### src/fpvi_pkg.sv
// Package for the fixed priority vectored interrupt block
package fpvi_pkg;
	// Source indices, highest priority first
	localparam int SRC_N           = 5;
	localparam int SRC_PIN_A       = 0;
	localparam int SRC_TIMER_A     = 1;
	localparam int SRC_PIN_B       = 2;
	localparam int SRC_CNT_ARRAY   = 3;
	localparam int SRC_SER_TIMER_B = 4;
	// Enable register bit positions
	localparam int GLOBAL_EN_BIT   = 7;
	localparam logic [7:0] ENABLE_USED_MASK = 8'h9f;
	localparam logic [7:0] ENABLE_RESET     = 8'h00;
	localparam logic [7:0] LEVEL_USED_MASK  = 8'h1f;
	localparam logic [7:0] LEVEL_RESET      = 8'h00;
	localparam logic [7:0] ZERO_BYTE        = 8'h00;
	// Register addresses
	localparam logic [3:0] ADDR_ENABLE = 4'h0;
	localparam logic [3:0] ADDR_LEVEL  = 4'h1;
	localparam logic [3:0] ADDR_STATUS = 4'h2;
	localparam logic [3:0] ADDR_MASK   = 4'h3;
	localparam logic [3:0] ADDR_ACTIVE = 4'h4;
	localparam logic [3:0] ADDR_VEC    = 4'h5;
	// Program addresses
	localparam logic [11:0] RESET_VECTOR   = 12'h000;
	localparam logic [11:0] VEC_PIN_A      = 12'h003;
	localparam logic [11:0] VEC_TIMER_A    = 12'h00b;
	localparam logic [11:0] VEC_PIN_B      = 12'h013;
	localparam logic [11:0] VEC_CNT_ARRAY  = 12'h01b;
	localparam logic [11:0] VEC_SER_TIMERB = 12'h023;
	// Status bits of the event register
	localparam int EVT_ACCEPT   = 0;
	localparam int EVT_RETURN   = 1;
	localparam int EVT_NESTED   = 2;
	localparam logic [7:0] EVT_RESET = 8'h00;

	// Request presented to the core
	typedef struct packed {
		logic        valid;
		logic        level;
		logic [2:0]  src;
		logic [11:0] vector;
	} fpvi_req_s;

	// Service state of the controller
	typedef enum logic [1:0] {
		FPVI_IDLE   = 2'b00,
		FPVI_LOW    = 2'b01,
		FPVI_HIGH   = 2'b10,
		FPVI_NESTED = 2'b11
	} fpvi_state_e;
endpackage

### src/fpvi_sync.sv
// Two-flop synchroniser bank for pin-level request inputs
module fpvi_sync #(
	parameter int W = 2
) (
	input  wire logic         clk,
	input  wire logic         rst,
	input  wire logic         ce,
	input  wire logic [W-1:0] async_in,
	output logic      [W-1:0] sync_out
);
	logic [W-1:0] meta_q;
	logic [W-1:0] meta_d;
	logic [W-1:0] sync_q;
	logic [W-1:0] sync_d;

	// Hold when the clock enable is low
	always_comb
	begin
		meta_d = ce ? async_in : meta_q;
		sync_d = ce ? meta_q : sync_q;
	end

	// First stage feeds only the second
	always_ff @(posedge clk or posedge rst)
	begin
		if (rst)
		begin
			meta_q <= '0;
			sync_q <= '0;
		end
		else
		begin
			meta_q <= meta_d;
			sync_q <= sync_d;
		end
	end

	assign sync_out = sync_q;
endmodule

### src/fpvi_core.sv
// Fixed priority vectored interrupt controller, top level
// Summary of operation
// - After reset the fetch address presented to the core is zero.
// - Each accepted source vectors to its own fixed program address.
// - Simultaneous requests of one level resolve in fixed order, pin A highest.
// - Two priority levels; high-level requests win over low-level ones.
// - Serial and timer B flags share one request, enable and vector.
// - Enable register: bit 7 global, bits 4..0 per source.
//
// The placing of the registers and strobed register access were left to the implementer.
module fpvi_core (
	input  wire logic                  clk,
	input  wire logic                  rst,
	input  wire logic                  ce,
	input  wire logic                  ext_pin_irq_a,
	input  wire logic                  ext_pin_irq_b,
	input  wire logic                  timer_a_overflow_flag,
	input  wire logic                  counter_array,
	input  wire logic                  serial_flag,
	input  wire logic                  timer_b_overflow_flag,
	input  wire logic                  core_ack,
	input  wire logic                  core_reti,
	input  wire logic [3:0]            reg_addr,
	input  wire logic [7:0]            reg_wdata,
	input  wire logic                  reg_wr,
	input  wire logic                  reg_rd,
	output logic      [7:0]            reg_rdata,
	output fpvi_pkg::fpvi_req_s        core_req,
	output logic      [11:0]           fetch_addr,
	output logic                       irq_out
);
	// Pins come from outside the clock domain
	logic [1:0] pin_sync;

	fpvi_sync #(
		.W(2)
	) u_pin_sync (
		.clk      (clk),
		.rst      (rst),
		.ce       (ce),
		.async_in ({ext_pin_irq_b, ext_pin_irq_a}),
		.sync_out (pin_sync)
	);

	// Registers
	logic [7:0]                 enable_q;
	logic [7:0]                 enable_d;
	logic [7:0]                 level_q;
	logic [7:0]                 level_d;
	logic [7:0]                 status_q;
	logic [7:0]                 status_d;
	logic [7:0]                 mask_q;
	logic [7:0]                 mask_d;
	logic [7:0]                 rdata_q;
	logic [7:0]                 rdata_d;
	fpvi_pkg::fpvi_state_e      state_q;
	fpvi_pkg::fpvi_state_e      state_d;
	fpvi_pkg::fpvi_req_s        req_q;
	fpvi_pkg::fpvi_req_s        req_d;
	logic [11:0]                fetch_q;
	logic [11:0]                fetch_d;
	logic [2:0]                 lo_src_q;
	logic [2:0]                 lo_src_d;
	logic                       irq_q;
	logic                       irq_d;

	// Combinational helpers
	logic [fpvi_pkg::SRC_N-1:0] raw_src;
	logic [fpvi_pkg::SRC_N-1:0] gated;
	logic [fpvi_pkg::SRC_N-1:0] gated_hi;
	logic [fpvi_pkg::SRC_N-1:0] gated_lo;
	logic [fpvi_pkg::SRC_N-1:0] pick_set;
	logic                       pick_valid;
	logic                       pick_level;
	logic [2:0]                 pick_src;
	logic [11:0]                pick_vec;
	logic                       may_hi;
	logic                       may_lo;
	logic [7:0]                 events;

	// Source vector; the shared line is an OR of serial and timer B
	always_comb
	begin
		raw_src = '0;
		raw_src[fpvi_pkg::SRC_PIN_A]       = pin_sync[0];
		raw_src[fpvi_pkg::SRC_TIMER_A]     = timer_a_overflow_flag;
		raw_src[fpvi_pkg::SRC_PIN_B]       = pin_sync[1];
		raw_src[fpvi_pkg::SRC_CNT_ARRAY]   = counter_array;
		raw_src[fpvi_pkg::SRC_SER_TIMER_B] = serial_flag
			| timer_b_overflow_flag;
	end

	// Gate each source with its own and the global enable
	always_comb
	begin
		gated = raw_src & enable_q[fpvi_pkg::SRC_N-1:0]
			& {fpvi_pkg::SRC_N{enable_q[fpvi_pkg::GLOBAL_EN_BIT]}};
		gated_hi = gated & level_q[fpvi_pkg::SRC_N-1:0];
		gated_lo = gated & ~level_q[fpvi_pkg::SRC_N-1:0];
	end

	// Which level may interrupt given what is in service
	always_comb
	begin
		may_hi = (state_q == fpvi_pkg::FPVI_IDLE)
			|| (state_q == fpvi_pkg::FPVI_LOW);
		may_lo = (state_q == fpvi_pkg::FPVI_IDLE);
	end

	// Pick level first, then fixed order within the level
	always_comb
	begin
		pick_valid = 1'b0;
		pick_level = 1'b0;
		pick_set   = '0;
		pick_src   = 3'(fpvi_pkg::SRC_N);
		if (may_hi && (gated_hi != '0))
		begin
			pick_set   = gated_hi;
			pick_level = 1'b1;
		end
		else if (may_lo)
		begin
			pick_set = gated_lo;
		end
		// lowest index wins, loop runs downward
		for (int i = fpvi_pkg::SRC_N - 1; i >= 0; i--)
		begin
			if (pick_set[i])
			begin
				pick_src   = 3'(i);
				pick_valid = 1'b1;
			end
		end
	end

	// Fixed vector table
	always_comb
	begin
		case (pick_src)
			3'(fpvi_pkg::SRC_PIN_A):       pick_vec = fpvi_pkg::VEC_PIN_A;
			3'(fpvi_pkg::SRC_TIMER_A):     pick_vec = fpvi_pkg::VEC_TIMER_A;
			3'(fpvi_pkg::SRC_PIN_B):       pick_vec = fpvi_pkg::VEC_PIN_B;
			3'(fpvi_pkg::SRC_CNT_ARRAY):   pick_vec = fpvi_pkg::VEC_CNT_ARRAY;
			3'(fpvi_pkg::SRC_SER_TIMER_B): pick_vec = fpvi_pkg::VEC_SER_TIMERB;
			default:                       pick_vec = fpvi_pkg::RESET_VECTOR;
		endcase
	end

	// Service state: accept on ack, unwind on return
	always_comb
	begin
		state_d  = state_q;
		lo_src_d = lo_src_q;
		fetch_d  = fetch_q;
		events   = '0;
		if (core_ack && req_q.valid)
		begin
			events[fpvi_pkg::EVT_ACCEPT] = 1'b1;
			fetch_d = req_q.vector;
			case (state_q)
				fpvi_pkg::FPVI_IDLE:
				begin
					state_d = req_q.level ? fpvi_pkg::FPVI_HIGH
						: fpvi_pkg::FPVI_LOW;
				end
				fpvi_pkg::FPVI_LOW:
				begin
					// A high request preempted a low handler
					state_d = fpvi_pkg::FPVI_NESTED;
					events[fpvi_pkg::EVT_NESTED] = 1'b1;
				end
				default:
				begin
					state_d = state_q;
				end
			endcase
		end
		else if (core_reti)
		begin
			events[fpvi_pkg::EVT_RETURN] = 1'b1;
			case (state_q)
				fpvi_pkg::FPVI_NESTED: state_d = fpvi_pkg::FPVI_LOW;
				fpvi_pkg::FPVI_LOW:    state_d = fpvi_pkg::FPVI_IDLE;
				fpvi_pkg::FPVI_HIGH:   state_d = fpvi_pkg::FPVI_IDLE;
				default:               state_d = fpvi_pkg::FPVI_IDLE;
			endcase
		end
		if (core_ack && req_q.valid)
		begin
			lo_src_d = req_q.level ? lo_src_q : req_q.src;
		end
	end

	// Request output is registered; withdrawn when acknowledged
	always_comb
	begin
		req_d.valid  = pick_valid && !(core_ack && req_q.valid);
		req_d.level  = pick_level;
		req_d.src    = pick_src;
		req_d.vector = pick_vec;
		irq_d = (status_q & mask_q) != '0;
	end

	// Register file; status is cleared by reading, but a new event wins
	always_comb
	begin
		enable_d = enable_q;
		level_d  = level_q;
		mask_d   = mask_q;
		status_d = status_q;
		rdata_d  = fpvi_pkg::ZERO_BYTE;
		if (reg_wr)
		begin
			case (reg_addr)
				fpvi_pkg::ADDR_ENABLE:
					enable_d = reg_wdata & fpvi_pkg::ENABLE_USED_MASK;
				fpvi_pkg::ADDR_LEVEL:
					level_d = reg_wdata & fpvi_pkg::LEVEL_USED_MASK;
				fpvi_pkg::ADDR_MASK:
					mask_d = reg_wdata;
				default:
					mask_d = mask_q;
			endcase
		end
		if (reg_rd)
		begin
			case (reg_addr)
				fpvi_pkg::ADDR_ENABLE: rdata_d = enable_q;
				fpvi_pkg::ADDR_LEVEL:  rdata_d = level_q;
				fpvi_pkg::ADDR_STATUS:
				begin
					rdata_d  = status_q;
					status_d = fpvi_pkg::ZERO_BYTE;
				end
				fpvi_pkg::ADDR_MASK:   rdata_d = mask_q;
				fpvi_pkg::ADDR_ACTIVE:
					rdata_d = {3'h0, lo_src_q, 2'(state_q)};
				fpvi_pkg::ADDR_VEC:    rdata_d = fetch_q[7:0];
				default:               rdata_d = fpvi_pkg::ZERO_BYTE;
			endcase
		end
		status_d = status_d | events;
	end

	// State registers; clock enable freezes all of it
	always_ff @(posedge clk or posedge rst)
	begin
		if (rst)
		begin
			enable_q <= fpvi_pkg::ENABLE_RESET;
			level_q  <= fpvi_pkg::LEVEL_RESET;
			status_q <= fpvi_pkg::EVT_RESET;
			mask_q   <= fpvi_pkg::ZERO_BYTE;
			rdata_q  <= fpvi_pkg::ZERO_BYTE;
			state_q  <= fpvi_pkg::FPVI_IDLE;
			req_q    <= '0;
			fetch_q  <= fpvi_pkg::RESET_VECTOR;
			lo_src_q <= '0;
			irq_q    <= 1'b0;
		end
		else if (ce)
		begin
			enable_q <= enable_d;
			level_q  <= level_d;
			status_q <= status_d;
			mask_q   <= mask_d;
			rdata_q  <= rdata_d;
			state_q  <= state_d;
			req_q    <= req_d;
			fetch_q  <= fetch_d;
			lo_src_q <= lo_src_d;
			irq_q    <= irq_d;
		end
	end

	assign reg_rdata  = rdata_q;
	assign core_req   = req_q;
	assign fetch_addr = fetch_q;
	assign irq_out    = irq_q;
endmodule

### config.mk
export PLATFORM = sky130hd
export DESIGN_NAME = fpvi_core
export DESIGN_NICKNAME = d
export VERILOG_FILES = /design/src/fpvi_pkg.sv /design/src/fpvi_sync.sv /design/src/fpvi_core.sv
export SDC_FILE = /design/constraint.sdc
export NUM_CORES = 1
export LEC_CHECK = 0
export BUFFER_PORTS_ARGS = -buffer_cell sky130_fd_sc_hd__buf_2
export CAP_MARGIN = 20
export CORE_ASPECT_RATIO = 0.9
export CORE_UTILIZATION = 40
export DETAILED_ROUTE_END_ITERATION = 10
export GPL_ROUTABILITY_DRIVEN = 0
export GPL_TIMING_DRIVEN = 0
export PLACE_DENSITY = 0.62
export SLEW_MARGIN = 20
export SYNTH_ARGS = -nofsm -noshare
export SYNTH_HDL_FRONTEND = slang
export SYNTH_HIERARCHICAL = 1
export SYNTH_SLANG_ARGS = --single-unit
### constraint.sdc
create_clock -name clk -period 2.6 [get_ports clk]
set_clock_uncertainty 0.05 [all_clocks]
set_input_delay 0.13 -clock clk [delete_from_list [all_inputs] [get_ports clk]]
set_output_delay 0.13 -clock clk [all_outputs]
set_load 0.01 [all_outputs]
Word-level counts from Yosys, hierarchy flattened. Cells that the tools add are included.

Register bits after elaboration: 74. Input port bits: 25. Output and inout port bits: 38. Logic and storage cells: 81.

Equal/unequal tests: 12. Multiplexer cells: 28. Bitwise operators: 9. Reduce and logical (&&, ||, !) cells: 17.

Operators with widths (count): $pmux 8 s6 (1); $pmux 6 s5 (1); $mux 8 (3); $and 5x5->5 (4); $reduce_and 3->1 (5); $mux 1 (13); $mux 3 (4); $mux 5 (2); $and 8x8->8 (1); $eq 4x2->1 const B (2); $eq 4x3->1 const B (2); $or 8x3->8 (1); $reduce_bool 8->1 (1); $eq 3x2->1 const B (2); $mux 2 (3); $not 5->5 (1); $reduce_bool 5->1 (1); $eq 4x1->1 const B (1); $logic_not 4->1 (1); $pmux 2 s2 (1); $eq 3x1->1 const B (1); $eq 3x3->1 const B (1); $logic_and 1x1->1 (3); $logic_not 3->1 (1); other kinds (10) (10).

Depth between registers and ports, before layout. Gate-level depths: netlist of the first run.

Word-level depth: 14. Depth in mapped cells: 7. Gate-level depth less buffers: 5.

Cells and area by module. The synthesis of the first run kept the hierarchy.

Modules (own cells, without submodules): fpvi_core (instances 1, cells each 255, area each 2661.3 µm², sequential area each 1226.2 µm²); fpvi_sync (instances 1, cells each 9, area each 148.9 µm², sequential area each 100.1 µm²).

Worst setup path after synthesis of the first run. No wires, ideal clock.

Path kind: register to register. From: reg state_q[1]. To: reg req_q, in the netlist core_req[16]. Setup time: 0.082 ns. Arrival: 1.696 ns. Required time: 2.468 ns. Path slack: 0.772 ns. Stages on the path, launching flop included: 7. Path buffers: 1. Clock period less this slack: 1.828 ns. Path through: dfrtp_1 -> buf_6 -> nand2b_4 -> or4_4 -> and4_4 -> mux2_4 -> a31oi_1.

Word-level cells in the longest chain between the ends: 10. Elaborated cells between the ends (all ways): 12. Classes of those cells: eq/ne: 1; mux: 7; reduce/logical: 4.

Ends and longest elaborated chain: start: declaration (line fpvi_core.sv:56) `fpvi_pkg::fpvi_state_e state_q;`; start signal: assignment (line fpvi_core.sv:256) `state_q <= fpvi_pkg::FPVI_IDLE;`; start signal: assignment (line fpvi_core.sv:269) `state_q <= state_d;`; $eq 2x1->1 / $logic_not 2->1 (equally long branches) (line fpvi_core.sv:106, fpvi_core.sv:105, fpvi_core.sv:107); $logic_or 1x1->1 (line fpvi_core.sv:106) `|| (state_q == fpvi_pkg::FPVI_LOW);`; $logic_and 1x1->1 (line fpvi_core.sv:117) `if (may_hi && (gated_hi != '0))`; $mux 5 * (line fpvi_core.sv:117); $mux 1 (4 in series) (line fpvi_core.sv:129) `if (pick_set[i])`; $mux 1 * (line fpvi_core.sv:129); $logic_and 1x1->1 * (line fpvi_core.sv:198) `req_d.valid = pick_valid && !(core_ack && req_q.valid);`; end signal: assignment (line fpvi_core.sv:270) `req_q <= req_d;`; end: declaration (line fpvi_core.sv:58) `fpvi_pkg::fpvi_req_s req_q;`.

Every way passes the cells marked *; elsewhere a longest branch is shown, timed or not. A chain may end at the register's enable or synchronous reset.

Worst setup path after layout of the first run. Same ends and word-level chain as after synthesis.

==> results of run 1 <==
[state kept, by name, indices dropped and copies added (netlist names)]
name	count
mask_q	8
level_q	5
lo_src_q	3
reg_rdata	8
u_pin_sync/sync_out	2
u_pin_sync/meta_q	2
core_req	9
irq_out	1
state_q	2
fetch_addr	4
enable_q	6
status_q	3
[power by group through the flow]
stage	Clock [mW]	Sequential (mW)	Combinational, mW
2_1_floorplan	0	1.09	0.396
3_3_place_gp	0	1.11	0.564
3_5_place_dp	0	1.12	0.579
4_1_cts	0.608	1.10	0.584
5_1_grt	0.640	1.12	0.644
6_report	0.590	1.10	0.585
[critical path, stage by stage (launching register included)]
cell and delay (ns):
dfrtp_1 0.39, buf_6 0.14, nand2b_4 0.17, or4_1 0.51, and4_4 0.20, mux2_4 0.26, a31oi_1 0.16
[synth_stat cells (all sizes together)]
master / count
o32ai: 1
o211ai: 3
a222oi: 1
nand3b: 2
and2: 1
nand2: 21
and3: 3
o21ai: 16
nand2b: 4
a21boi: 2
o2111ai: 1
o311ai: 1
nor4bb: 1
a22oi: 4
and2b: 1
and4: 3
mux2i: 4
nor2b: 1
o22ai: 9
a21oi: 3
nand3: 9
buf: 20
clkbuf: 7
a31oi: 4
o221ai: 1
nor2: 14
mux2: 32
nand4: 10
or4: 3
a211o: 1
dfrtp: 53
inv: 17
conb: 1
a22o: 1
mux4: 2
nor4: 3
o31ai: 1
nor3: 3
[cell families after synthesis]
group / share of synthesized area, %
AO/OA/AOI/OAI: 11.2
buffers and inverters: 9.71
other: 0.133
multiplexers: 16.0
AND/OR/NAND/NOR: 15.8
flip-flops: 47.2
[metal layers]
layer / vias to the layer above / GRT usage [%] / wire length (µm) / part of all wire [%]
li1: 1074 / - / - / -
met1: 1103 / 28.0 / 3250 / 49
met3: 2 / 3.52 / 425 / 6.4
met2: 86 / 28.9 / 2950 / 44
met5: - / 0 / 0 / 0
met4: 0 / 3.87 / 15 / 0.23
[what timing repair did]
| item | 4_1_cts | 5_1_grt |
|---|---|---|
| hold endpoints to repair | 30 | 1 |
| resized for setup | 0 | 0 |
| hold buffers | 3 | 1 |
[final timing paths]
| kind | start | end | slack, ns | cells past startpoint |
|---|---|---|---|---|
| setup / recovery | state_q[1]$_DFFE_PP0P_ | core_req[16]$_DFFE_PP0P_ | 0.65 | 6 |
| hold / removal | ext_pin_irq_b | u_pin_sync/meta_q[1]$_DFFE_PP0P_ | 0.008 | 2 |
| setup reg to reg | state_q[1]$_DFFE_PP0P_ | core_req[16]$_DFFE_PP0P_ | 0.65 | 6 |
| hold reg to reg | fetch_addr[3]$_DFFE_PP0P_ | fetch_addr[3]$_DFFE_PP0P_ | 0.45 | 2 |
| max in group asynchronous | rst | level_q[1]$_DFFE_PP0P_ | 1.59 | 4 |
| min in group asynchronous | rst | u_pin_sync/sync_out[1]$_DFFE_PP0P_ | 0.21 | 3 |
[cell type report]
| class | instances | area, µm² |
|---|---|---|
| flip-flops and latches | 53 | 1330 |
| inverters | 17 | 63.8 |
| plain buffers | 27 | 209 |
| repair buffers | 52 | 295 |
| multi-input cells | 180 | 1260 |
| well taps | 90 | 113 |
| fillers | 657 | 3300 |
| clock inverters | 2 | 37.5 |
| clock buffers | 6 | 82.6 |
==> results.py, run 1 <==
metrics = {
    "timing": {
        "max-slew-margin-rel_pct": 53.3,
        "clock.fmax_mhz": 513,
        "slew_violations": 0,
        "min_period_over_period_pct": 75.0,
        "hold_slack_ns": 0.00763,
        "hold_violations": 0,
        "finalSetupViolCount": 0,
        "fin_ws_ns": 0.649,
        "rsz0062_at_grt": "no",
        "fin_tns_setup_ns": 0,
        "layout_min_cycle_time_ns": 1.95,
        "tightest_slew_ns": 0.698,
    },
    "cts": {
        "clock_sinks": 53,
        "cts_tree": "yes",
        "ctsHtreeMaxLevel": 2,
        "cts.reportedPaths.clkPinSlew_ns": 0.10,
        "post-cts-setup-buffer-count": 0,
        "clockBufferDepth": 2,
        "insertion_delay_ns": 0.31,
        "root_buffer": "clkbuf_8",
        "cts_made_buffers": 5,
    },
    "drt": {
        "dr.pass1.iters": 5,
        "drt_iter0_drc": 178,
        "detail_route.vias_per_cell": 5.30,
        "drc_errors": 0,
        "antenna_left": 0,
        "num_vias": 2265,
        "wl_um": 6650,
        "wl_per_cell_um": 15.6,
    },
    "yosys": {
        "synth.avg_cell_area_um2": 10.6,
        "yosys_warnings": 6,
        "synth.distinct_cells": 54,
        "synth.area.top_cells": "dfrtp_1 47%, mux2_2 12%, buf_4 4.3%, nand2_1 2.7%, o21ai_0 2.7%",
        "syn_inst": 264,
        "ys_seq_area_share_pct": 47.2,
        "synth_seq_cells": 53,
        "syn_area_mm2": 0.00281,
        "synth_top_area_share_pct": 47.2,
        "synth_largest_area_cell": "dfrtp_1",
    },
    "power": {
        "leakage_nw": 1.60,
        "p_clk_share_pct": 25.9,
        "power_density_mw_per_mm2": 671,
        "pwr-share-comb_pct": 25.7,
        "seqPwrFrac_pct": 48.3,
        "ir_drop_mv": 0.332,
        "p_total_mw": 2.27,
        "p_int_mw": 1.57,
        "p_sw_share_pct": 30.9,
        "switchingPower_uw": 702,
    },
    "placement": {
        "dp_hpwl_um": 5060,
        "postPlaceCellArea_mm2": 0.00323,
        "dp.cells": 415,
        "place_ws_ns": 0.515,
        "portBuffers": 47,
    },
    "cells_and_area": {
        "fin_area_mm2": 0.00339,
        "num_antenna_cells": 0,
        "fin_nets": 361,
        "layout.cells.most_common": "dfrtp_1",
        "layout-drive-gt1-share_pct": 35.9,
        "syn2layout_area_growth_pct": 20.5,
        "mostFrequentLayoutCells": "53 x dfrtp_1, 48 x buf_2, 29 x mux2_2",
        "fin_cells": 427,
        "fin_util_pct": 50.6,
    },
    "global_routing": {
        "grt_remaining_overflow": 0,
        "track_usage_pct": 18.9,
        "grt_pass1_wl_um": 10700,
        "grt_start_max_net_pins": 26,
        "antenna_found_initial": 0,
        "grt_pass1_vias": 2043,
    },
    "floorplanning": {
        "die_h_um": 81.5,
        "initial_core_util_pct": 42.0,
        "fp.dieW_um": 90.4,
        "fp-row-count": 28,
        "fp.dieArea_mm2": 0.00736,
        "coreArea_mm2": 0.00669,
        "io_pins": 63,
    },
    "run": {
        "maxCapViolations": 0,
    },
    "worst_setup_path": {
        "worstPathArrival_ns": 2.14,
        "crit_type": "reg -> reg",
        "critPathRequiredTime_ns": 2.79,
        "path_max_fanout": 8,
        "startpoint_type": "register",
        "crit_path_end_kind": "register",
    },
    "status": {
        "status": "finished, final reports clean",
    },
    "hold_path": {
        "hold_path.class": "in -> reg",
    },
}
(Power assumes the default switching activity.)
==> inputs of run 2 (changes only) <==
clock period = 1.87 ns   (was 2.6 ns; I/O delays follow)
==> results.py, run 2 (synthesis results as in run 1) <==
metrics = {
    "status": {
        "status": "finished, final reports clean",
    },
    "global_routing": {
        "grt_pass1_wl_um": 10900,
        "grt_pass1_vias": 2093,
        "track_usage_pct": 19.3,
        "antenna_found_initial": 0,
        "grt_start_max_net_pins": 26,
        "grt_remaining_overflow": 0,
    },
    "timing": {
        "fin_ws_ns": 0.0291,
        "rsz0062_at_grt": "yes",
        "slew_violations": 0,
        "hold_slack_ns": 0.0155,
        "fin_tns_setup_ns": 0,
        "clock.fmax_mhz": 543,
        "finalSetupViolCount": 0,
        "hold_violations": 0,
        "layout_min_cycle_time_ns": 1.84,
        "min_period_over_period_pct": 98.4,
        "tightest_slew_ns": 0.660,
        "max-slew-margin-rel_pct": 55.9,
    },
    "power": {
        "ir_drop_mv": 0.472,
        "power_density_mw_per_mm2": 920,
        "leakage_nw": 1.66,
    },
    "cts": {
        "cts_tree": "yes",
        "clockBufferDepth": 2,
        "root_buffer": "clkbuf_8",
        "cts.reportedPaths.clkPinSlew_ns": 0.10,
        "clock_sinks": 53,
        "ctsHtreeMaxLevel": 2,
        "insertion_delay_ns": 0.31,
        "cts_made_buffers": 5,
    },
    "placement": {
        "place_ws_ns": -0.178,
        "portBuffers": 47,
        "dp_hpwl_um": 5060,
        "postPlaceCellArea_mm2": 0.00323,
    },
    "floorplanning": {
        "die_h_um": 81.5,
        "fp-row-count": 28,
        "coreArea_mm2": 0.00669,
        "fp.dieArea_mm2": 0.00736,
        "initial_core_util_pct": 42.0,
        "fp.dieW_um": 90.4,
        "io_pins": 63,
    },
    "worst_setup_path": {
        "worstPathArrival_ns": 2.03,
        "startpoint_type": "register",
        "critPathRequiredTime_ns": 2.06,
        "crit_path_end_kind": "register",
        "crit_type": "reg -> reg",
        "path_max_fanout": 5,
    },
    "cells_and_area": {
        "mostFrequentLayoutCells": "53 x dfrtp_1, 49 x buf_2, 29 x mux2_2",
        "layout-drive-gt1-share_pct": 37.8,
        "fin_nets": 373,
        "layout.cells.most_common": "dfrtp_1",
        "fin_area_mm2": 0.00351,
        "num_antenna_cells": 0,
        "seq_area_mm2": 0.00133,
        "largest_reg_flops": 9,
        "fill_cells": 645,
        "multi_input_area_mm2": 0.00128,
        "syn2layout_area_growth_pct": 25.0,
    },
    "drt": {
        "wl_per_cell_um": 15.5,
        "wl_um": 6820,
        "drt_iter0_drc": 195,
        "dr.pass1.iters": 5,
        "drc_errors": 0,
        "num_vias": 2286,
        "antenna_left": 0,
        "detail_route.vias_per_cell": 5.21,
    },
    "run": {
        "maxCapViolations": 0,
    },
    "hold_path": {
        "hold_path.class": "in -> reg",
    },
}
[run 2: cell types whose count changed in the layout (fill, tap and decap cells not counted), sizes merged]
cell | before | now
buf | 68 | 76
dlygate4sd3 | 4 | 9
clkbuf | 13 | 12
[run 2: final timing paths]
path                                      startpoint                                 end  slack, ns  depth (start not counted)
min in group asynchronous                        rst  u_pin_sync/sync_out[1]$_DFFE_PP0P_       0.18                          3
max in group asynchronous                        rst              level_q[1]$_DFFE_PP0P_       0.90                          4
max                           state_q[1]$_DFFE_PP0P_            core_req[16]$_DFFE_PP0P_       0.03                          6
min                                     reg_wdata[3]             enable_q[3]$_DFFE_PP0P_       0.02                          2
min reg2reg                fetch_addr[3]$_DFFE_PP0P_           fetch_addr[3]$_DFFE_PP0P_       0.45                          2
max reg2reg                   state_q[1]$_DFFE_PP0P_            core_req[16]$_DFFE_PP0P_       0.03                          6
[run 2: critical path: stages (launching register included)]
cell	delay, ns
dfrtp_1	0.39
buf_6	0.12
nand2b_4	0.15
or4_4	0.43
and4_4	0.21
mux2_4	0.26
a31oi_1	0.17
[run 2: per-layer routing]
layer | GRT usage (%) | part of all wire (%) | vias up
met4 | 3.87 | 0.37 | 0
met3 | 3.52 | 6.3 | 4
met2 | 30.0 | 45 | 85
met1 | 28.5 | 48 | 1101
li1 | - | - | 1096
met5 | 0 | 0 | -
[run 2: metrics by stage]
| stage | util [%] | total power [mW] | instances |
|---|---|---|---|
| 2_1_floorplan | - | 2.07 | 277 |
| 3_3_place_gp | 47.9 | 2.33 | 414 |
| 3_5_place_dp | 48.2 | 2.36 | 415 |
| 4_1_cts | 51.8 | 3.23 | 435 |
| 5_1_grt | 52.5 | 3.41 | 439 |
| 6_report | 52.5 | 3.23 | 439 |
[run 2: report_power, final]
| part | switching, mW | internal (mW) | leakage, nW |
|---|---|---|---|
| Sequential | 0.185 | 1.35 | 0.675 |
| Combinational | 0.431 | 0.449 | 0.926 |
| Clock | 0.386 | 0.436 | 0.0574 |
[run 2: area by class of cell]
cell class	count	area share, %
tap	90	3.21
inverter	17	1.82
clock buffer	6	2.35
clock inverter	2	1.07
timing repair buffer	64	11.3
sequential	53	37.7
buffer	27	5.95
multi-input combinational	180	36.5
[run 2: timing repair]
action | 4_1_cts | 5_1_grt
setup buffers | 4 | 3
hold buffers | 8 | 1
pin swaps | 5 | 3
resized for setup | 2 | 5
setup endpoints to repair | 4 | 8
endpoints found under the hold margin | 38 | 1
